**config.mk**
```make
export PLATFORM = sky130hd
export DESIGN_NAME = fpsi_flash_prog_status
export DESIGN_NICKNAME = d
export VERILOG_FILES = /design/src/fpsi_pkg.sv /design/src/fpsi_bus_if.sv /design/src/fpsi_capture.sv /design/src/fpsi_flash_prog_status.sv
export SDC_FILE = /design/constraint.sdc
export NUM_CORES = 1
export LEC_CHECK = 0
export ABC_CLOCK_PERIOD_IN_PS = 2400
export BUFFER_PORTS_ARGS = -buffer_cell sky130_fd_sc_hd__buf_2
export CORE_ASPECT_RATIO = 1.4
export CORE_MARGIN = 8
export CORE_UTILIZATION = 50
export CTS_CLUSTER_DIAMETER = 120
export DETAILED_ROUTE_END_ITERATION = 7
export PLACE_DENSITY = 0.71
export SYNTH_ARGS = -nofsm -noshare
export SYNTH_HDL_FRONTEND = slang
export SYNTH_HIERARCHICAL = 1
export SYNTH_SLANG_ARGS = --single-unit
export TNS_END_PERCENT = 1
```
**constraint.sdc**
```tcl
create_clock -name clock -period 2.4 [get_ports clock]
set_input_delay 0.48 -clock clock [delete_from_list [all_inputs] [get_ports clock]]
set_output_delay 0.48 -clock clock [all_outputs]
set_load 0.01 [all_outputs]
```
**src/fpsi_pkg.sv**
```systemverilog
// Shared constants and types for the flash program and status interface
package fpsi_pkg;
	localparam int ADDR_W = 24;
	localparam int DATA_W = 16;
	localparam int LOW_W = 14;
	localparam int SECT_W = ADDR_W - LOW_W;
	// Unlock addresses and command codes, compared on the low address bits only
	localparam logic [LOW_W-1:0] UNLOCK_ADDR_A = 14'h0555;
	localparam logic [LOW_W-1:0] UNLOCK_ADDR_B = 14'h02AA;
	localparam logic [7:0] CODE_UNLOCK_A = 8'hAA;
	localparam logic [7:0] CODE_UNLOCK_B = 8'h55;
	localparam logic [7:0] CODE_PROGRAM = 8'hA0;
	localparam logic [7:0] CODE_ERASE = 8'h80;
	localparam logic [7:0] CODE_SECTOR = 8'h30;
	localparam logic [7:0] CODE_RESET = 8'hF0;
	// Status bit positions
	localparam int POLL_BIT = 7;
	localparam int ACT_BIT = 6;
	localparam int SUSP_BIT = 2;
	// Timing
	localparam int CLK_PERIOD_NS = 100;
	localparam int ERASE_ACCEPT_NS = 50000;
	localparam int ERASE_ACCEPT_CYC = ERASE_ACCEPT_NS / CLK_PERIOD_NS;
	localparam int WIN_W = 10;
	localparam logic [2:0] WAIT_BASE = 3'h2;
	localparam logic [2:0] WAIT_MAX_CODE = 3'h5;
	localparam logic [2:0] OFFSET_SAT = 3'h4;
	localparam logic [2:0] OFFSET_RST = 3'h0;
	typedef enum logic [2:0] {
		S_IDLE, S_UNLK2, S_CMD, S_PROG, S_ERS1, S_ERS2, S_ERS3, S_EWIN
	} fpsi_seq_t;
endpackage

```
**src/fpsi_bus_if.sv**
```systemverilog
// Events passed from the pin capture stage to the command and status core
`timescale 1ns/1ps
`default_nettype none
interface fpsi_bus_if;
	logic wr_evt;
	logic wr_sync;
	logic [23:0] wr_addr;
	logic [15:0] wr_data;
	logic rd_evt;
	logic [23:0] rd_addr;
	logic burst_start;
	logic clk_rise;
	logic ce_low;
	logic out_en;
	modport cap (output wr_evt, wr_sync, wr_addr, wr_data, rd_evt, rd_addr,
		burst_start, clk_rise, ce_low, out_en);
	modport core (input wr_evt, wr_sync, wr_addr, wr_data, rd_evt, rd_addr,
		burst_start, clk_rise, ce_low, out_en);
endinterface
`default_nettype wire

```
**src/fpsi_capture.sv**
```systemverilog
// Pin synchronisers, edge detection and address capture for write and read cycles
`timescale 1ns/1ps
`default_nettype none
module fpsi_capture (
	input wire logic clock,
	input wire logic nrst,
	input wire logic ce_n,
	input wire logic address_valid_n,
	input wire logic we_n,
	input wire logic oe_n,
	input wire logic link_clk,
	input wire logic [23:0] addr,
	input wire logic [15:0] dq_in,
	input wire logic sync_read_mode,
	fpsi_bus_if.cap bus
);
	localparam int NC = 5;
	logic [NC-1:0] pin_raw;
	logic [NC-1:0] sy1;
	logic [NC-1:0] sy2;
	logic [NC-1:0] sy3;
	logic [23:0] addr_s1;
	logic [23:0] addr_s2;
	logic [15:0] data_s1;
	logic [15:0] data_s2;
	logic [23:0] async_addr;
	logic [23:0] sync_addr;
	logic armed;
	logic done;

	assign pin_raw = {link_clk, oe_n, we_n, address_valid_n, ce_n};

	// ----------------------------------------
	// Synchronisers
	// ----------------------------------------
	for (genvar i = 0; i < NC; i++)
	begin : g_sync
		always_ff @(posedge clock)
		begin
			sy1[i] <= pin_raw[i];
			sy2[i] <= sy1[i];
			sy3[i] <= sy2[i];
		end
	end

	always_ff @(posedge clock)
	begin
		addr_s1 <= addr;
		addr_s2 <= addr_s1;
		data_s1 <= dq_in;
		data_s2 <= data_s1;
	end

	wire ce_l = ~sy2[0];
	wire avd_l = ~sy2[1];
	wire we_l = ~sy2[2];
	wire oe_l = ~sy2[3];
	wire we_fall = we_l & sy3[2];
	wire we_rise = ~we_l & ~sy3[2];
	wire oe_fall = oe_l & sy3[3];
	wire ce_fall = ce_l & sy3[0];
	wire lk_rise = sy2[4] & ~sy3[4];
	// Clocked address use needs synchronous read mode; otherwise the strobe address wins
	wire use_sync = armed & sync_read_mode;
	wire wr_take = we_rise & ce_l;
	wire new_read = ((oe_fall & ce_l) | (ce_fall & oe_l)) & ~we_l;

	// ----------------------------------------
	// Address capture
	// ----------------------------------------
	always_ff @(posedge clock)
	begin
		if (!nrst)
		begin
			async_addr <= '0;
			sync_addr <= '0;
			armed <= 1'b0;
			done <= 1'b0;
			bus.wr_evt <= 1'b0;
			bus.wr_sync <= 1'b0;
			bus.wr_addr <= '0;
			bus.wr_data <= '0;
			bus.rd_evt <= 1'b0;
			bus.rd_addr <= '0;
			bus.burst_start <= 1'b0;
			bus.clk_rise <= 1'b0;
			bus.ce_low <= 1'b0;
			bus.out_en <= 1'b0;
		end
		else
		begin
			if (we_fall && ce_l)
				async_addr <= addr_s2;
			// Re-arming needs chip select or address valid to have gone high
			if (!ce_l || !avd_l)
				done <= 1'b0;
			if (!ce_l)
				armed <= 1'b0;
			else if (wr_take && use_sync)
			begin
				armed <= 1'b0;
				done <= 1'b1;
			end
			else if (lk_rise && avd_l && !done)
			begin
				sync_addr <= addr_s2;
				armed <= 1'b1;
			end
			if (avd_l && ce_l)
				bus.rd_addr <= addr_s2;
			bus.wr_evt <= wr_take;
			bus.wr_sync <= use_sync;
			bus.wr_addr <= use_sync ? sync_addr : async_addr;
			bus.wr_data <= data_s2;
			bus.rd_evt <= new_read;
			bus.burst_start <= lk_rise & ce_l & avd_l & ~we_l & sync_read_mode;
			bus.clk_rise <= lk_rise;
			bus.ce_low <= ce_l;
			bus.out_en <= oe_l & ce_l & ~we_l;
		end
	end
endmodule
`default_nettype wire

```
**src/fpsi_flash_prog_status.sv**
```systemverilog
// Program and erase command path, status polling and burst ready generation
// How it works
// - In asynchronous read mode, only strobe-timed program cycles are accepted
// - Synchronous read mode accepts both asynchronous and clocked program cycles
// - Asynchronous program latches the address on the write strobe falling edge
// - Synchronous program latches the address on the rising link clock edge
// - Unlock cycles ignore upper address bits 23 to 14
// - Sector erase accept window closes at most 50 us after the erase command
// - Activity toggle bit flips per status read while busy, stops when done
// - Polled data bit reads inverted while busy, true data once complete
// - Suspend toggle bit flips only for reads inside the erase-suspended sector
// - A new read cycle starts by output strobe or chip select falling
// - Ready lead bit one: ready with data; zero: one clock earlier
// - At 66 MHz or less with crossing bit zero, no boundary wait states
// - Extra delay cycles, ready low, at start address plus one to three
// - Wait field codes 0 to 5 give 2 to 7 waits; 110, 111 reserved
`timescale 1ns/1ps
`default_nettype none
module fpsi_flash_prog_status (
	input wire logic clock,
	input wire logic nrst,
	input wire logic ce_n,
	input wire logic address_valid_n,
	input wire logic we_n,
	input wire logic oe_n,
	input wire logic link_clk,
	input wire logic [23:0] addr,
	input wire logic [15:0] dq_in,
	output logic [15:0] dq_out,
	output logic dq_oe,
	output logic rdy,
	input wire logic sync_read_mode,
	input wire logic ready_lead_select,
	input wire logic boundary_crossing_select,
	input wire logic [2:0] wait_state_field,
	input wire logic freq_above_66,
	input wire logic alg_busy,
	input wire logic erase_suspended,
	input wire logic [9:0] suspended_sector,
	input wire logic [15:0] array_data,
	output logic [23:0] read_addr,
	output logic prog_evt,
	output logic [23:0] prog_addr,
	output logic [15:0] prog_data,
	output logic erase_sector_evt,
	output logic [9:0] erase_sector,
	output logic erase_go
);
	fpsi_bus_if bus ();

	fpsi_capture u_capture (
		.clock(clock),
		.nrst(nrst),
		.ce_n(ce_n),
		.address_valid_n(address_valid_n),
		.we_n(we_n),
		.oe_n(oe_n),
		.link_clk(link_clk),
		.addr(addr),
		.dq_in(dq_in),
		.sync_read_mode(sync_read_mode),
		.bus(bus)
	);

	fpsi_pkg::fpsi_seq_t state;
	logic [fpsi_pkg::WIN_W-1:0] win_cnt;
	logic poll_bit;
	logic act_tog;
	logic susp_tog;
	logic burst_on;
	logic [2:0] wait_cnt;
	logic extra;
	logic [2:0] offset;
	logic [23:0] burst_addr;
	logic valid;
	logic early;

	// ----------------------------------------
	// Command decode
	// ----------------------------------------
	localparam logic [fpsi_pkg::WIN_W-1:0] WIN_LAST =
		fpsi_pkg::WIN_W'(fpsi_pkg::ERASE_ACCEPT_CYC - 1);
	wire [7:0] wr_code = bus.wr_data[7:0];
	wire [fpsi_pkg::LOW_W-1:0] lo_addr = bus.wr_addr[fpsi_pkg::LOW_W-1:0];
	wire hit_a = lo_addr == fpsi_pkg::UNLOCK_ADDR_A;
	wire is_ua = hit_a && wr_code == fpsi_pkg::CODE_UNLOCK_A;
	wire is_ub = lo_addr == fpsi_pkg::UNLOCK_ADDR_B && wr_code == fpsi_pkg::CODE_UNLOCK_B;
	wire is_reset = bus.wr_evt && wr_code == fpsi_pkg::CODE_RESET;
	wire is_sector = wr_code == fpsi_pkg::CODE_SECTOR;
	wire win_end = state == fpsi_pkg::S_EWIN && (win_cnt == WIN_LAST ||
		(bus.wr_evt && !is_sector));

	always_ff @(posedge clock)
	begin
		if (!nrst)
		begin
			state <= fpsi_pkg::S_IDLE;
			win_cnt <= '0;
			poll_bit <= 1'b0;
			prog_evt <= 1'b0;
			prog_addr <= '0;
			prog_data <= '0;
			erase_sector_evt <= 1'b0;
			erase_sector <= '0;
			erase_go <= 1'b0;
		end
		else
		begin
			prog_evt <= 1'b0;
			erase_sector_evt <= 1'b0;
			erase_go <= win_end;
			win_cnt <= state == fpsi_pkg::S_EWIN ? win_cnt + 1'b1 : '0;
			if (is_reset && state != fpsi_pkg::S_EWIN)
				state <= fpsi_pkg::S_IDLE;
			else if (win_end)
				state <= fpsi_pkg::S_IDLE;
			else if (bus.wr_evt)
			begin
				unique case (state)
					fpsi_pkg::S_IDLE:
						state <= is_ua ? fpsi_pkg::S_UNLK2 : fpsi_pkg::S_IDLE;
					fpsi_pkg::S_UNLK2:
						state <= is_ub ? fpsi_pkg::S_CMD : fpsi_pkg::S_IDLE;
					fpsi_pkg::S_CMD:
						if (hit_a && wr_code == fpsi_pkg::CODE_PROGRAM)
							state <= fpsi_pkg::S_PROG;
						else if (hit_a && wr_code == fpsi_pkg::CODE_ERASE)
							state <= fpsi_pkg::S_ERS1;
						else
							state <= fpsi_pkg::S_IDLE;
					fpsi_pkg::S_PROG:
					begin
						prog_evt <= 1'b1;
						prog_addr <= bus.wr_addr;
						prog_data <= bus.wr_data;
						poll_bit <= ~bus.wr_data[fpsi_pkg::POLL_BIT];
						state <= fpsi_pkg::S_IDLE;
					end
					fpsi_pkg::S_ERS1:
						state <= is_ua ? fpsi_pkg::S_ERS2 : fpsi_pkg::S_IDLE;
					fpsi_pkg::S_ERS2:
						state <= is_ub ? fpsi_pkg::S_ERS3 : fpsi_pkg::S_IDLE;
					fpsi_pkg::S_ERS3, fpsi_pkg::S_EWIN:
						if (is_sector)
						begin
							erase_sector_evt <= 1'b1;
							erase_sector <= bus.wr_addr[23:fpsi_pkg::LOW_W];
							// Erased cells read one, so the poll bit reads zero
							poll_bit <= 1'b0;
							state <= fpsi_pkg::S_EWIN;
						end
						else
							state <= fpsi_pkg::S_IDLE;
				endcase
			end
		end
	end

	// ----------------------------------------
	// Status view
	// ----------------------------------------
	wire in_susp = erase_suspended &&
		bus.rd_addr[23:fpsi_pkg::LOW_W] == suspended_sector;
	wire [15:0] status_word = {array_data[15:8], poll_bit, act_tog, array_data[5:3],
		susp_tog, array_data[1:0]};
	wire [15:0] view = (alg_busy || in_susp) ? status_word : array_data;

	always_ff @(posedge clock)
	begin
		if (!nrst)
		begin
			act_tog <= 1'b0;
			susp_tog <= 1'b0;
		end
		else if (bus.rd_evt)
		begin
			if (alg_busy)
				act_tog <= ~act_tog;
			if (in_susp)
				susp_tog <= ~susp_tog;
		end
	end

	// ----------------------------------------
	// Burst wait states and ready
	// ----------------------------------------
	wire [2:0] wait_code = wait_state_field > fpsi_pkg::WAIT_MAX_CODE ?
		fpsi_pkg::WAIT_MAX_CODE : wait_state_field;
	wire [2:0] wait_total = 3'(wait_code + fpsi_pkg::WAIT_BASE);
	wire emit = wait_cnt == 3'h1 || (wait_cnt == 3'h0 && !extra);
	wire [23:0] nxt_addr = burst_addr + 24'h1;
	wire [2:0] off_next = offset == fpsi_pkg::OFFSET_SAT ? offset : 3'(offset + 3'h1);
	// Only a slow clock with the crossing bit clear skips the boundary stall
	wire bnd = off_next != fpsi_pkg::OFFSET_SAT && nxt_addr[1:0] == 2'h0 &&
		(freq_above_66 || boundary_crossing_select);
	wire [2:0] nw = wait_cnt != 3'h0 ? 3'(wait_cnt - 3'h1) : 3'h0;
	wire ne = emit ? bnd : 1'b0;
	wire will_emit = nw == 3'h1 || (nw == 3'h0 && !ne);

	always_ff @(posedge clock)
	begin
		if (!nrst)
		begin
			burst_on <= 1'b0;
			wait_cnt <= '0;
			extra <= 1'b0;
			offset <= fpsi_pkg::OFFSET_RST;
			burst_addr <= '0;
			valid <= 1'b0;
			early <= 1'b0;
		end
		else if (!bus.ce_low)
			burst_on <= 1'b0;
		else if (bus.burst_start)
		begin
			burst_on <= 1'b1;
			wait_cnt <= wait_total;
			extra <= 1'b0;
			offset <= fpsi_pkg::OFFSET_RST;
			burst_addr <= bus.rd_addr;
			valid <= 1'b0;
			early <= 1'b0;
		end
		else if (burst_on && bus.clk_rise)
		begin
			wait_cnt <= nw;
			extra <= ne;
			valid <= emit;
			early <= will_emit;
			if (emit)
			begin
				burst_addr <= nxt_addr;
				offset <= off_next;
			end
		end
	end

	always_ff @(posedge clock)
	begin
		if (!nrst)
		begin
			dq_out <= '0;
			read_addr <= '0;
		end
		else
		begin
			read_addr <= burst_on ? burst_addr : bus.rd_addr;
			// The core answers read_addr one cycle late; link edges are far apart
			if (!burst_on || (bus.clk_rise && emit))
				dq_out <= view;
		end
	end

	assign dq_oe = bus.out_en;
	assign rdy = !burst_on || (ready_lead_select ? valid : early);
endmodule
`default_nettype wire

```
==> summary.md <==
| Metric | Value |
|---|---|
| Clock Path Buffers | `3` |
| Number of buffers created by CTS | `35` |
| M2 GR Usage | `0.328` |
| Syn Inst Count | `roughly 1300` |
| CTS tree | `done` |
| Num ports | `177` |
| Met3 Use GR | `0.0402` |
| Crit-path most repeated cell | `nor2_1` |
| Actual slew at the worst max-slew pin | `~1.0 ns` |
| Finished Layout Cells | `approximately 1900` |
| CORE AREA | `24700 um^2` |
| Filler cells | `around 2100` |
| # placed instances | `around 1800` |
| Wirelength per Cell | `16.1 um` |
| Nets | `approximately 1600` |
| Initial antenna violation count | `0` |
| GR peak layer | `met2` |
| Vias in the first global route | `9468` |
| Final Cycle Share | `0.913` |
| Max-Cap Viols | `0` |
| Drt pass-1 iters | `5` |
| Antenna-violating nets left | `0` |
| Crit path kind | `flop to flop` |
| Final design utilization | `0.606` |
| Clock sink total | `357` |
| Initial Utilization | `0.508` |
| RSZ-0062 raised after global routing | `false` |
| Final Hold Fails | `0` |
| Root Driver | `clkbuf_16` |
| DP Wirelength | `approximately 21000 um` |
| # DRC | `0` |
| Die H | `approximately 200 um` |
| CP max stage cell | `or4b_1` |
| Largest net degree at the start of global routing | `55` |
| Final Max Tran Viols | `0` |
| Post-CTS Setup Inserts | `0` |
| Worst-path clk slew | `0.06 ns` |
| Hold crit path type | `input pin to flop` |
| Post-cts sizing count | `0` |
| First-pass GRT wire length | `about 48000 um` |
| Layout area overhead | `19.3%` |
| Gr usage total | `0.193` |
| FP Rows | `68` |
| Design area | `between 10000 and 15000 um^2` |
| Design Power | `approximately 12 mW` |
| CP cell instances | `nor2_1, ha_1, nor2b_1, nor2_1, or4b_1, o31a_1, o21bai_1` |
| Worst vdd ir | `approximately 0.00072 V` |
| Die Width | `150 um` |
| Static Leak | `a little under 6 nW` |
| Pwr per Cell Area | `about 820 nW/um^2` |
| GRT Residual Overflow | `0` |
| Worst slack, placed | `0.243 ns` |
| Clock Latency Late Sink | `0.52 ns` |
| Hold_buf cts | `0` |
| Post-place instance area | `13800 um^2` |
| DIE AREA | `~30000 um^2` |
| Htree depth | `2` |
| Gpl congestion | `between 0.8 and 0.9` |
| PortBufs | `around 180` |
| Setup crit start kind | `flop` |
| Initial drt markers | `around 520` |
| Max Freq | `about 460 MHz` |
| Area of the mapped netlist | `12500 um^2` |
| Slew HR | `0.335` |
| CP endpoint kind | `flop` |
| Mean post-synth cell area | `around 9.3 um^2` |
| Yosys warning count | `6` |
| Setup Skew | `0.0248 ns` |
| Final setup fails | `0` |
| CP Data Required Time | `2.84 ns` |
| Fin crit period | `2.19 ns` |
| Status | `finished clean` |
| Met1 Usage GRT | `0.233` |
| Crit path arrival time | `about 2.6 ns` |
| Largest stage delay on the critical path | `0.49 ns` |
| CP max FO | `5` |
| Via count | `between 9000 and 10000` |
| # diodes | `0` |
| WL final | `30100 um` |
| Share of layout cells above drive strength 1 | `0.189` |
| Post-synth net total | `~1400` |
| Final worst hold slack | `about 0.06 ns` |
| Vias per std cell | `between 5 and 6` |
| Setup TNS | `0 ns` |
| Setup ws final | `0.208 ns` |
power breakdown:
group | internal, mW | switching, mW
clock network | 3.14 | 2.21
registers | 6.15 | 0.170
logic | 0.247 | 0.296
total | 9.53 | 2.68
critical path, delay by kind of cell, from the launching register on:
kind | cells | cell delay (ns)
AND/OR/NAND/NOR | 4 | 1.20
flip-flops | 1 | 0.36
AO/OA/AOI/OAI | 2 | 0.35
adder cells (fa/ha/maj) | 1 | 0.21
layout by cell type, fill, tap and decap left out, types with 25 or more instances in the layout:
cell type,count
and2_1,25
clkbuf_16,36
buf_4,40
nand2_1,349
nor3_1,25
dfxtp_1,357
nor2_1,68
buf_2,176
mux2i_1,70
a21oi_1,154
area by class of cell:
cell class                      instances  area (um^2)  share of cell area
Sequential cell                       357         7150               0.478
Multi-Input combinational cell        896         4980               0.333
Timing Repair Buffer                  218         1220              0.0816
Clock buffer                           53         1040              0.0698
Tap cell                              315          394              0.0263
Clock inverter                         10         98.8             0.00661
Inverter                               18         68.8             0.00460
registers in the layout, indices dropped and copies added, names as in the netlist, 3 cells and up:
name                   flops
burst_addr                24
prog_addr                 24
read_addr                 24
u_capture/addr_s1         24
u_capture/addr_s2         24
u_capture/async_addr      24
u_capture/bus.rd_addr     24
u_capture/bus.wr_addr     24
u_capture/sync_addr       24
dq_out                    16
prog_data                 16
u_capture/bus.wr_data     16
u_capture/data_s1         16
u_capture/data_s2         16
erase_sector              10
win_cnt                   10
u_capture/sy1              5
u_capture/sy2              5
u_capture/sy3              4
offset                     3
state                      3
wait_cnt                   3
worst paths after layout:
path                         start                     to  slack, ns  depth (start not counted)
max                    wait_cnt[1]         burst_addr[13]       0.21                          7
max reg2reg            wait_cnt[1]         burst_addr[13]       0.21                          7
min reg2reg  u_capture/addr_s1[10]  u_capture/addr_s2[10]       0.32                          0
min                       addr[16]  u_capture/addr_s1[16]       0.06                          1
routing by layer:
| metal | share of wire | up-vias | routed length (um) |
|---|---|---|---|
| met4 | 0.034 | 0 | 1030 |
| li1 | - | 4894 | - |
| met1 | 0.42 | 4508 | 12500 |
| met5 | 0 | - | 0 |
| met2 | 0.48 | 285 | 14600 |
| met3 | 0.066 | 66 | 2000 |
No activity file was read; power rests on OpenSTA's default activity.
